### config.mk
export PLATFORM = sky130hd
export DESIGN_NAME = pcg_top
export DESIGN_NICKNAME = d
export VERILOG_FILES = /design/src/hw/pcg_pkg.sv /design/src/hw/pcg_top.sv
export SDC_FILE = /design/constraint.sdc
export NUM_CORES = 1
export LEC_CHECK = 0
export ABC_AREA = 1
export CAP_MARGIN = 20
export CELL_PAD_IN_SITES_DETAIL_PLACEMENT = 1
export CELL_PAD_IN_SITES_GLOBAL_PLACEMENT = 1
export CORE_UTILIZATION = 43
export CTS_CLUSTER_DIAMETER = 150
export DETAILED_ROUTE_END_ITERATION = 7
export DONT_BUFFER_PORTS = 1
export PLACE_DENSITY_LB_ADDON = 0.1
export SKIP_CTS_REPAIR_TIMING = 1
export SYNTH_ARGS = -nofsm -noshare
export SYNTH_HDL_FRONTEND = slang
export SYNTH_SLANG_ARGS = --single-unit
### constraint.sdc
create_clock -name ref_clk_i -period 1.8 [get_ports ref_clk_i]
set_input_delay 0.09 -clock ref_clk_i [delete_from_list [all_inputs] [get_ports ref_clk_i]]
set_output_delay 0.09 -clock ref_clk_i [all_outputs]
set_load 0.01 [all_outputs]
### src/hw/pcg_pkg.sv
// Constants and carrier types for the PLL clock generator control block
package pcg_pkg;

   // Wishbone widths
   localparam int unsigned WB_AW = 8;
   localparam int unsigned WB_DW = 32;

   // Register indices; byte address is four times the index
   localparam logic [7:0] IDX_CTL = 8'h1c;
   localparam logic [7:0] IDX_BW = 8'h1d;
   localparam logic [7:0] IDX_PROG = 8'h1e;

   // Control register fields
   localparam int unsigned CTL_IE = 7;
   localparam int unsigned CTL_FLAG = 6;
   localparam int unsigned CTL_ON = 5;
   localparam int unsigned CTL_SEL = 4;
   localparam logic [3:0] CTL_LOW_RD = 4'hf;

   // Bandwidth register fields
   localparam int unsigned BW_AUTO = 7;
   localparam int unsigned BW_LOCK = 6;
   localparam int unsigned BW_ACQ = 5;
   localparam logic [4:0] BW_LOW_RD = 5'h00;

   // Reset values
   localparam logic ON_RST = 1'h1;
   localparam logic [7:0] PROG_RST = 8'h66;

   // Crystal and VCO edges waited during a switchover
   localparam int unsigned STASIS_EDGES = 3;

   // Switchover states, gray along the usual path
   typedef enum logic [0:0] {
      SW_RUN = 1'h0,
      SW_HOLD = 1'h1
   } pcg_sw_state_t;

   // Wishbone request from the master
   typedef struct packed {
      logic cyc;
      logic stb;
      logic we;
      logic [WB_AW-1:0] adr;
      logic [3:0] sel;
      logic [WB_DW-1:0] dat;
   } pcg_wb_req_t;

   // Wishbone answer to the master
   typedef struct packed {
      logic ack;
      logic [WB_DW-1:0] dat;
   } pcg_wb_rsp_t;

endpackage

### src/hw/pcg_top.sv
// PLL clock generator control: registers, interlocks, lock flag and base clock selector
// How it works
// - Interrupt enable ignored, zero in manual mode
// - Lock toggle sets flag; flag and enable interrupt
// - Any control register read clears flag
// - Manual mode: flag zero, no interrupt
// - Power bit turns PLL and VCO on/off
// - Reset sets power bit
// - Power cannot clear while VCO selected
// - Select bit picks VCO or crystal, halved
// - Select forced zero if off or range zero
// - Output static during switchover, then clean switch
// - Reset and stop clear select bit
// - Control low nibble reads ones
// - Bandwidth mode bit, reset gives manual
// - Lock indicator in auto mode, else zero
// - Programming register locked while powered
// - Base clock is source divided by two
// - Oscillator and PLL need oscillator enable
// - Interrupt output driven from lock detector
// - Acquisition bit status in auto, kept manual
// - Multiplier upper nibble, zero acts as one
// - Range lower nibble, zero disables PLL
// - Stop mode holds clock and interrupt low
//
// Local design decision: the Wishbone interface to the registers.
`timescale 1ns/100ps
`default_nettype none
module pcg_top #(
   parameter int unsigned STASIS_EDGES = pcg_pkg::STASIS_EDGES
) (
   // Clock and reset
   input wire logic ref_clk_i,
   input wire logic sys_rst_i,
   // Register bus
   input wire pcg_pkg::pcg_wb_req_t wb_req_i,
   output var pcg_pkg::pcg_wb_rsp_t wb_rsp_o,
   // Analog loop and oscillator
   input wire logic crystal_clock_i,
   input wire logic vco_clock_i,
   input wire logic lock_raw_i,
   input wire logic acq_raw_i,
   // System integration side
   input wire logic osc_enable_in_i,
   output logic crystal_clock_o,
   output logic base_clock_out_o,
   output logic pll_irq_out_o,
   // Controls to the analog loop
   output logic osc_enable_o,
   output logic pll_enable_o,
   output logic acq_track_select_o,
   output logic auto_bw_o,
   output logic [3:0] feedback_multiplier_o,
   output logic [3:0] vco_range_factor_o
);
   import pcg_pkg::*;

   // Counter holds at most seven edges
   if (STASIS_EDGES < 1 || STASIS_EDGES > 7) begin
      $error("STASIS_EDGES must be 1 to 7");
   end

   localparam logic [2:0] EDGES = 3'(STASIS_EDGES);

   // ---------------- Input synchronisers ----------------
   // Bit order: 0 lock, 1 acquisition, 2 crystal, 3 VCO
   logic [3:0] sync1_ff; // First stage, read only by second
   logic [3:0] sync2_ff; // Safe copies
   logic [3:0] dly_ff; // One cycle older, for edges
   logic [3:0] nxt_sync1;
   logic [3:0] nxt_sync2;
   logic [3:0] nxt_dly;

   // Next values of the synchroniser chain
   always_comb begin
      nxt_sync1 = {vco_clock_i, crystal_clock_i, acq_raw_i, lock_raw_i};
      nxt_sync2 = sync1_ff;
      nxt_dly = sync2_ff;
   end

   // Register the chain
   always_ff @(posedge ref_clk_i) begin
      if (sys_rst_i) begin
         sync1_ff <= 4'h0;
         sync2_ff <= 4'h0;
         dly_ff <= 4'h0;
      end else begin
         sync1_ff <= nxt_sync1;
         sync2_ff <= nxt_sync2;
         dly_ff <= nxt_dly;
      end
   end

   logic lock_s; // Synchronised lock state
   logic acq_s; // Synchronised acquisition state
   logic lock_edge; // Lock toggled either way
   logic x_rise; // Crystal rising edge seen
   logic v_rise; // VCO rising edge seen
   logic osc_en; // Oscillator enable from system logic

   assign lock_s = sync2_ff[0];
   assign acq_s = sync2_ff[1];
   assign lock_edge = sync2_ff[0] ^ dly_ff[0];
   assign x_rise = sync2_ff[2] & ~dly_ff[2];
   assign v_rise = sync2_ff[3] & ~dly_ff[3];
   // Same-domain logic, so no synchroniser
   assign osc_en = osc_enable_in_i;

   // ---------------- Bus decode ----------------
   logic ack_ff; // Ack, one cycle after the strobe
   logic [WB_DW-1:0] rdat_ff; // Read data, held with ack
   logic nxt_ack;
   logic [WB_DW-1:0] nxt_rdat;
   logic req; // Live request
   logic hit_ctl;
   logic hit_bw;
   logic hit_prog;
   logic wr_ctl; // Write commits at the acked edge
   logic wr_bw;
   logic wr_prog;
   logic rd_ctl; // Control read finishes at this edge
   logic [7:0] wd; // Low byte of write data

   assign req = wb_req_i.cyc & wb_req_i.stb;
   assign hit_ctl = wb_req_i.adr == {IDX_CTL[5:0], 2'h0};
   assign hit_bw = wb_req_i.adr == {IDX_BW[5:0], 2'h0};
   assign hit_prog = wb_req_i.adr == {IDX_PROG[5:0], 2'h0};
   assign wd = wb_req_i.dat[7:0];
   // Only lane 0 holds register bits
   assign wr_ctl = req & ack_ff & wb_req_i.we & wb_req_i.sel[0] & hit_ctl;
   assign wr_bw = req & ack_ff & wb_req_i.we & wb_req_i.sel[0] & hit_bw;
   assign wr_prog = req & ack_ff & wb_req_i.we & wb_req_i.sel[0] & hit_prog;
   // Read-modify-write reads too, so any read clears
   assign rd_ctl = req & ack_ff & ~wb_req_i.we & hit_ctl;

   // ---------------- Register state ----------------
   logic ie_ff; // Lock interrupt enable
   logic flag_ff; // Lock change flag
   logic on_ff; // PLL power on
   logic sel_ff; // VCO clock selected
   logic auto_ff; // Automatic bandwidth mode
   logic acq_man_ff; // Manual acquisition/tracking value
   logic [7:0] prog_ff; // Multiplier and range
   logic irq_ff; // Interrupt output
   logic pll_en_ff; // PLL really running
   logic osc_ff; // Oscillator enable out
   logic nxt_ie;
   logic nxt_flag;
   logic nxt_on;
   logic nxt_sel;
   logic nxt_auto;
   logic nxt_acq_man;
   logic [7:0] nxt_prog;
   logic nxt_irq;
   logic nxt_pll_en;
   logic sel_ok; // VCO may be selected
   logic [7:0] rd_ctl_v; // Read views
   logic [7:0] rd_bw_v;

   assign sel_ok = on_ff & (prog_ff[3:0] != 4'h0) & osc_en;

   // Read views with forced fields
   always_comb begin
      rd_ctl_v = {ie_ff & auto_ff, flag_ff & auto_ff, on_ff, sel_ff, CTL_LOW_RD};
      // Status bits follow the loop only in auto mode
      rd_bw_v = {auto_ff, lock_s & auto_ff, auto_ff ? acq_s : acq_man_ff, BW_LOW_RD};
   end

   // Next values of the software-visible state
   always_comb begin
      nxt_auto = auto_ff;
      if (wr_bw) begin
         nxt_auto = wd[BW_AUTO];
      end
      // Enable ignored and zeroed in manual mode
      nxt_ie = 1'h0;
      if (auto_ff) begin
         nxt_ie = wr_ctl ? wd[CTL_IE] : ie_ff;
      end
      // Clearing power is refused while the select bit has the VCO selected
      nxt_on = on_ff;
      if (wr_ctl && (wd[CTL_ON] || !sel_ff)) begin
         nxt_on = wd[CTL_ON];
      end
      // Uses the old power bit, so power-on and select need two writes
      nxt_sel = sel_ff;
      if (wr_ctl) begin
         nxt_sel = wd[CTL_SEL];
      end
      if (!sel_ok) begin
         nxt_sel = 1'h0;
      end
      // Manual value is kept while in auto mode
      nxt_acq_man = acq_man_ff;
      if (wr_bw && !auto_ff) begin
         nxt_acq_man = wd[BW_ACQ];
      end
      // Programming locked while powered
      nxt_prog = prog_ff;
      if (wr_prog && !on_ff) begin
         nxt_prog = wd;
      end
      // Flag: set wins over the read clear
      nxt_flag = flag_ff;
      if (rd_ctl) begin
         nxt_flag = 1'h0;
      end
      if (lock_edge) begin
         nxt_flag = 1'h1;
      end
      if (!auto_ff) begin
         nxt_flag = 1'h0;
      end
      nxt_irq = flag_ff & ie_ff & auto_ff & osc_en;
      nxt_pll_en = on_ff & (prog_ff[3:0] != 4'h0) & osc_en;
   end

   // Register the software-visible state
   always_ff @(posedge ref_clk_i) begin
      if (sys_rst_i) begin
         ie_ff <= 1'h0;
         flag_ff <= 1'h0;
         on_ff <= ON_RST;
         sel_ff <= 1'h0;
         auto_ff <= 1'h0;
         acq_man_ff <= 1'h0;
         prog_ff <= PROG_RST;
         irq_ff <= 1'h0;
         pll_en_ff <= 1'h0;
         osc_ff <= 1'h0;
      end else begin
         ie_ff <= nxt_ie;
         flag_ff <= nxt_flag;
         on_ff <= nxt_on;
         sel_ff <= nxt_sel;
         auto_ff <= nxt_auto;
         acq_man_ff <= nxt_acq_man;
         prog_ff <= nxt_prog;
         irq_ff <= nxt_irq;
         pll_en_ff <= nxt_pll_en;
         osc_ff <= osc_en;
      end
   end

   // Next ack and read data; unmapped reads return zero
   always_comb begin
      nxt_ack = req & ~ack_ff;
      nxt_rdat = '0;
      if (hit_ctl) begin
         nxt_rdat[7:0] = rd_ctl_v;
      end else if (hit_bw) begin
         nxt_rdat[7:0] = rd_bw_v;
      end else if (hit_prog) begin
         nxt_rdat[7:0] = prog_ff;
      end
   end

   // Register the bus answer
   always_ff @(posedge ref_clk_i) begin
      if (sys_rst_i) begin
         ack_ff <= 1'h0;
         rdat_ff <= '0;
      end else begin
         ack_ff <= nxt_ack;
         rdat_ff <= nxt_rdat;
      end
   end

   // ---------------- Base clock selector ----------------
   pcg_sw_state_t st_ff; // Run or stasis
   logic cur_ff; // Source now driving the divider
   logic [2:0] xcnt_ff; // Crystal edges seen in stasis
   logic [2:0] vcnt_ff; // VCO edges seen in stasis
   logic div_ff; // Divide-by-two output
   logic xclk_ff; // Gated crystal copy
   pcg_sw_state_t nxt_st;
   logic nxt_cur;
   logic [2:0] nxt_xcnt;
   logic [2:0] nxt_vcnt;
   logic nxt_div;
   logic src_rise;

   assign src_rise = cur_ff ? v_rise : x_rise;

   // Next values of the selector
   always_comb begin
      nxt_st = st_ff;
      nxt_cur = cur_ff;
      nxt_xcnt = xcnt_ff;
      nxt_vcnt = vcnt_ff;
      nxt_div = div_ff;
      unique case (st_ff)
         SW_RUN: begin
            if (sel_ff != cur_ff) begin
               nxt_st = SW_HOLD;
               nxt_xcnt = 3'h0;
               nxt_vcnt = 3'h0;
            end else if (src_rise) begin
               nxt_div = ~div_ff;
            end
         end
         SW_HOLD: begin
            // Output frozen; count edges of both sources
            if (x_rise && xcnt_ff != EDGES) begin
               nxt_xcnt = xcnt_ff + 3'h1;
            end
            if (v_rise && vcnt_ff != EDGES) begin
               nxt_vcnt = vcnt_ff + 3'h1;
            end
            // A stopped VCO gives no edges, so it is not waited for
            if (xcnt_ff == EDGES && (vcnt_ff == EDGES || !pll_en_ff)) begin
               nxt_cur = sel_ff;
               nxt_st = SW_RUN;
            end
         end
      endcase
      if (!osc_en) begin
         nxt_div = 1'h0;
      end
   end

   // Register the selector
   always_ff @(posedge ref_clk_i) begin
      if (sys_rst_i) begin
         st_ff <= SW_RUN;
         cur_ff <= 1'h0;
         xcnt_ff <= 3'h0;
         vcnt_ff <= 3'h0;
         div_ff <= 1'h0;
         xclk_ff <= 1'h0;
      end else begin
         st_ff <= nxt_st;
         cur_ff <= nxt_cur;
         xcnt_ff <= nxt_xcnt;
         vcnt_ff <= nxt_vcnt;
         div_ff <= nxt_div;
         xclk_ff <= sync2_ff[2] & osc_en;
      end
   end

   // ---------------- Outputs ----------------
   assign wb_rsp_o.ack = ack_ff;
   assign wb_rsp_o.dat = rdat_ff;
   assign crystal_clock_o = xclk_ff;
   assign base_clock_out_o = div_ff;
   assign pll_irq_out_o = irq_ff;
   assign osc_enable_o = osc_ff;
   assign pll_enable_o = pll_en_ff;
   assign acq_track_select_o = acq_man_ff;
   assign auto_bw_o = auto_ff;
   // Zero multiplier acts as one
   assign feedback_multiplier_o = (prog_ff[7:4] == 4'h0) ? 4'h1 : prog_ff[7:4];
   assign vco_range_factor_o = prog_ff[3:0];
endmodule
`default_nettype wire

# Word level (Yosys, flattened, before mapping)

Cells that the tools add are included.

Flip-flop bits (word level): 72
Bits of input ports: 54
Output and inout bits: 48

$add $sub $neg: 2
Equal/unequal tests: 11
Mux-type cells: 16
Bitwise operators: 32
Reduce and logical (&&, ||, !) cells: 22

Operators with widths:

| cell                                                            | number |
|---|---|
| 8-bit by 7-bit == test with 1-bit output, second input constant | 3 |
| 8-bit 2-to-1 mux                                                | 3 |
| 1-bit bitwise AND                                               | 21 |
| 3-bit one-hot mux with 2 select lines                           | 2 |
| 1-bit NOT                                                       | 10 |
| 3-bit 2-to-1 mux                                                | 3 |
| 3-bit by 1-bit adder with 3-bit output, second input constant   | 2 |
| 3-bit by 2-bit == test with 1-bit output, second input constant | 2 |
| 1-bit logical AND                                               | 6 |
| 1-bit 2-to-1 mux                                                | 6 |
| 3-bit by 2-bit != test with 1-bit output, second input constant | 2 |
| 2-bit AND reduction                                             | 3 |
| 2-bit OR reduction                                              | 3 |
| 1-bit logical NOT                                               | 4 |
| 4-bit logical NOT                                               | 1 |
| 4-bit 2-to-1 mux                                                | 1 |
| 2-bit by 1-bit != test with 1-bit output, second input constant | 2 |
| 4-bit nonzero test                                              | 1 |
| 3-bit AND reduction                                             | 1 |
| 1-bit logical OR                                                | 2 |
| 2-bit != test, second input constant                            | 1 |
| 1-bit one-hot mux with 2 select lines                           | 1 |
| 2-bit nonzero test                                              | 1 |
| 1-bit != test                                                   | 1 |
| 1-bit XOR                                                       | 1 |

# Longest topological paths before layout

Depth in word-level cells: 6
Mapped depth: 8
Gate-level depth less buffers: 8

# Worst setup path before layout

OpenSTA, ideal clock, no wires.

Path type: register -> register
Start: register vcnt_ff[0]
End: register vcnt_ff[2]
Data arrival time: 1,263 ps
Data required time: 1,730 ps
Slack: 467 ps
Cell stages (with the launch flop): 7
Clock period less this slack: 1,333 ps
Path through: dfxtp_1 -> ha_1 -> ha_1 -> inv_1 -> nand4_1 -> or2_2 -> a21oi_1

Cells in the longest elaborated chain, start to end: 4

Ends and longest elaborated chain:

| what                                                                           | line           | text |
|---|---|---|
| start: declaration                                                             | pcg_top.sv:273 | `logic [2:0] vcnt_ff;` |
| start signal: assignment                                                       | pcg_top.sv:335 | `vcnt_ff <= nxt_vcnt;` |
| branches (longest 4 deep; another with 3-bit by 1-bit adder with 3-bit output) | n/a            |  |

Several ways; the timed one is not identified. The select of a mux whose other input is x is not followed.
A chain may end at the register's enable or synchronous reset.

# Worst setup path after layout

Same ends and word-level chain as after synthesis.

==> results.md <==
Setup path:
- The number of buffers and inverters on the critical path is 1.
- The kind of cell adding the most delay to the critical path is simple AND/OR/NAND/NOR gates.
- The setup check on the worst reg-to-reg path leaves a slack of 0.32 ns.
- The endpoint kind of the worst setup timing path is a register.
- The endpoint of the most critical register-to-register path is vcnt_ff[2]$_SDFFE_PP0P_.
- STA classifies the critical path startpoint as a register.
- The startpoint identified for the worst register-to-register timing path is vcnt_ff[0]$_SDFFE_PP0P_.
- The worst endpoint required time is 2.02 ns.
- In this run the worst path has a maximum fanout of 5.
- By instance count, the cell type seen most on the critical path is ha_1.
- At the worst endpoint, the arrival time is 1.70 ns.
- The kind of critical path is register to register.
- In this design, the stage delay of the slowest critical-path cell is 0.33 ns.
- Walking the worst path, the cells encountered are ha_1 > ha_1 > inv_1 > nand4_1 > or2_2 > a21oi_1.
- The number of cells on the worst reg-to-reg path is 6.
- The highest-delay cell along the critical path is dfxtp_1.

Clock network:
- Counting along the longest clock path gives a buffer depth of 2.
- The tree is rooted in a clkbuf_8.
- The CTS tree is yes.
- The number of clock buffers added by TritonCTS is 5.
- For the worst-skew pair, the clock arrives at the later sink with an insertion delay of 0.30 ns.
- Clock-pin slew was measured on the worst setup and hold paths at 0.09 ns.
- CTS saw 47 sinks.
- The H-tree was split into 2 levels.

Min path:
- The terminating pin of the worst hold path is on_ff$_SDFFE_PP1P_.
- The number of stages on the worst hold path is 4.
- The classification of the worst-slack hold path is primary input to register.
- The worst min-delay path startpoint is wb_req_i[5].

Detailed routing:
- The number of iterations in the first detailed-routing pass is 6.
- The final routed wire length divided by cell count is 12.48 um.
- The residual DRC count is 0.
- The average vias per placed instance is 4.527.
- The count of nets left with antenna violations once routing finished came out at 0.
- The first routing iteration left 48 violations.
- The total wirelength of the detailed-routed design is 4.856 mm.
- The count of vias placed by the detailed router is 1761.

Place:
- The weighted congestion at the end of routability-driven global placement is 0.7640.
- The quantity of I/O buffers inserted on ports is 0.
- At the placement stage, the worst setup path has a slack of 0.3540 ns.
- The placed wire-length estimate is 3.531 mm.

Power and ir drop:
- The share of power burned in combinational logic is 6.1%.
- VDD sags by at most 0.5116 mV.
- The internal power of the cells is 1553 uW.
- Power spread over the standard cell area amounts to 814.0 mW/mm2.
- The switching part of the total power is 22.95%.
- The part of the power in the clock network is 41.2%.
- The fraction of power consumed by sequential logic is 52.7%.
- The standby leakage power is 0.001122 uW.
- In this run the power spent charging and discharging nets is 462.7 uW.

Cells and area:
- The fraction of final layout cells with drive strength greater than 1 is 10.97%.
- The number of antenna diodes in the final layout is 0.
- The synthesis-to-layout area growth is 8.379%.
- The net count of the finished layout is 376.
- Measured on the finished design, the core utilization comes to 48.48%.

GRT:
- The first-pass GRT wire length is 7.162 mm.
- met2 is the most crowded layer.
- The global-route total usage across every layer is 17.25%.
- The met3 usage is 5.489%.
- The number of global-route vias before repair is 1588.
- The met2 track utilization from global routing is 29.33%.
- The number of antenna violations at the first check in global routing is 0.
- The remaining global-route overflow is 0.
- The pin count of the biggest net entering global routing is 27.
- The met1 global-route usage is 20.63%.

STA:
- The final clock period utilization by the worst path is 82.28%.
- Setup repair after global routing left no endpoint under its margin.
- The final worst slack is 0.3190 ns.
- For the pin with the worst max-slew slack, the measured transition is 0.9856 ns.
- The hold violation total from the final report is 0.
- The final number of setup-violating endpoints is 0.
- Timing would allow up to 675.2 MHz.
- The clock period minus final worst setup slack is 1.481 ns.
- The worst slew slack as a fraction of its limit is 34.08%.
- The number of pins exceeding their max-slew limit in the final report is 0.
- The clock skew after layout is 0.002926 ns.
- In the final timing run, aggregate negative setup slack is 0 ns.

Yosys:
- Summing the sequential cell areas from Yosys gives 41.18% of the chip area.
- The distinct cell type count after synthesis is 27.
- Yosys printed 0 warnings.
- The cell area after synthesis is 0.002285 mm2.
- Synthesis produced 310 cells.
- The number of flip-flops and latches in the synthesized netlist is 47.
- The mean instance size in the synthesized netlist is 7.370 um2.

Outcome:
- The run finished with clean final reports.

Floorplan:
- The die covers 0.005609 mm2.
- The vertical die dimension is 74.89 um.
- Pin placement for this block handled 102 I/O pins.
- The initial core utilization is 44.73%.
- The area of the core is 0.005107 mm2.
- The floorplan has 26 rows.
- The die is 74.89 um wide.

Run:
- Max-cap violations in this run came to 0.
==> layout make-up <==
cell class	instances	area [um2]
fillers	661	2631
multi-input cells	205	1013
flip-flops and latches	47	940.9
inverters	44	165.2
repair buffers	15	147.6
well taps	70	87.58
clock buffers	6	82.58
clock inverters	2	38.79
==> kinds of logic (layout without fill, tap and decap cells) <==
| logic type | after synthesis | count (layout) | share of synthesized area, % |
|---|---|---|---|
| AO/OA/AOI/OAI | 28 | 28 | 6.681 |
| XOR/XNOR | 2 | 2 | 0.7668 |
| adder cells (fa/ha/maj) | 4 | 4 | 2.191 |
| buffers and inverters | 81 | 67 | 18.24 |
| flip-flops | 47 | 47 | 41.18 |
| other | 1 | 24 | 0.1641 |
| AND/OR/NAND/NOR | 147 | 147 | 30.78 |
==> layer usage <==
metal  up-vias  part of all wire [%]
li1        923                     -
met5         -                     0
met3         6                   5.8
met2        52                    48
met4         0                   1.2
met1       780                    45
==> state kept, by name (all words and copies together), names as in the netlist, 3 cells and up <==
signal,flops
prog_ff,8
rdat_ff,8
nxt_dly,4
nxt_sync2,4
dly_ff,3
vcnt_ff,3
xcnt_ff,3
==> per-stage QoR <==
step | hold WS, ns | cell area [um2] | std cells | total power, uW
global placement | 0.1630 | 2215 | 367 | 1174
floorplan | 0.1970 | 2371 | 333 | 1209
finish | 0.01036 | 2476 | 389 | 2016
CTS | -0.1628 | 2336 | 375 | 2009
detailed placement | 0.1654 | 2215 | 367 | 1177
global route | 0.03630 | 2476 | 389 | 2091
==> placed cells by master (no fill, tap or decap), types with 6 or more instances in the layout <==
cell type and count:
nand4_1 7, nand2_2 8, conb_1 24, nor2_1 38, nand3_1 18, a21oi_1 19, nand2_1 57, nor2_4 6
dlygate4sd3_1 14, clkbuf_8 6, dfxtp_1 47, inv_1 43
==> power by group through the flow <==
stage | Clock, uW | Sequential, uW | Combinational, uW
global placement | 0 | 1090 | 87.3
global route | 888 | 1060 | 139
detailed placement | 0 | 1090 | 89.5
finish | 830 | 1060 | 123
CTS | 856 | 1060 | 89.8
floorplan | 0 | 1080 | 125
==> worst register-to-register path: stages (launching register included) <==
cell and delay [ns]:
dfxtp_1 0.33, ha_1 0.20, ha_1 0.17, inv_1 0.07, nand4_1 0.17, or2_2 0.32, a21oi_1 0.14
==> worst max-delay path by stage <==
stage / startpoint / end / depth (start not counted)
floorplan: vcnt_ff[0]$_SDFFE_PP0P_ / vcnt_ff[2]$_SDFFE_PP0P_ / 6
global placement: vcnt_ff[0]$_SDFFE_PP0P_ / vcnt_ff[2]$_SDFFE_PP0P_ / 6
detailed placement: vcnt_ff[0]$_SDFFE_PP0P_ / vcnt_ff[2]$_SDFFE_PP0P_ / 6
CTS: vcnt_ff[0]$_SDFFE_PP0P_ / vcnt_ff[2]$_SDFFE_PP0P_ / 6
global route: sys_rst_i / sel_ff$_SDFFE_PP0P_ / 6
finish: vcnt_ff[0]$_SDFFE_PP0P_ / vcnt_ff[2]$_SDFFE_PP0P_ / 6
==> cell usage after synthesis <==
library cell	n	area, um2
nor2_2	4	25.02
a211oi_2	1	12.51
clkbuf_1	3	11.26
o21ai_0	5	25.02
nor2_1	38	142.6
nand2_1	57	214.0
xnor2_1	2	17.52
o21ai_1	1	5.000
or2_2	3	18.77
buf_4	29	217.7
nor2_4	6	67.56
nand2_2	8	50.05
inv_1	43	161.4
buf_2	3	15.01
ha_1	4	50.05
a21oi_1	19	95.09
buf_1	2	7.510
conb_1	1	3.750
nor3_1	3	15.01
nand4_1	7	43.79
nand3_1	18	90.09
o211ai_1	1	7.510
inv_2	1	3.750
nor3_4	1	16.27
a21boi_0	1	7.510
nand3_2	2	20.02
dfxtp_1	47	940.9
No activity file was read; power rests on OpenSTA's default activity.
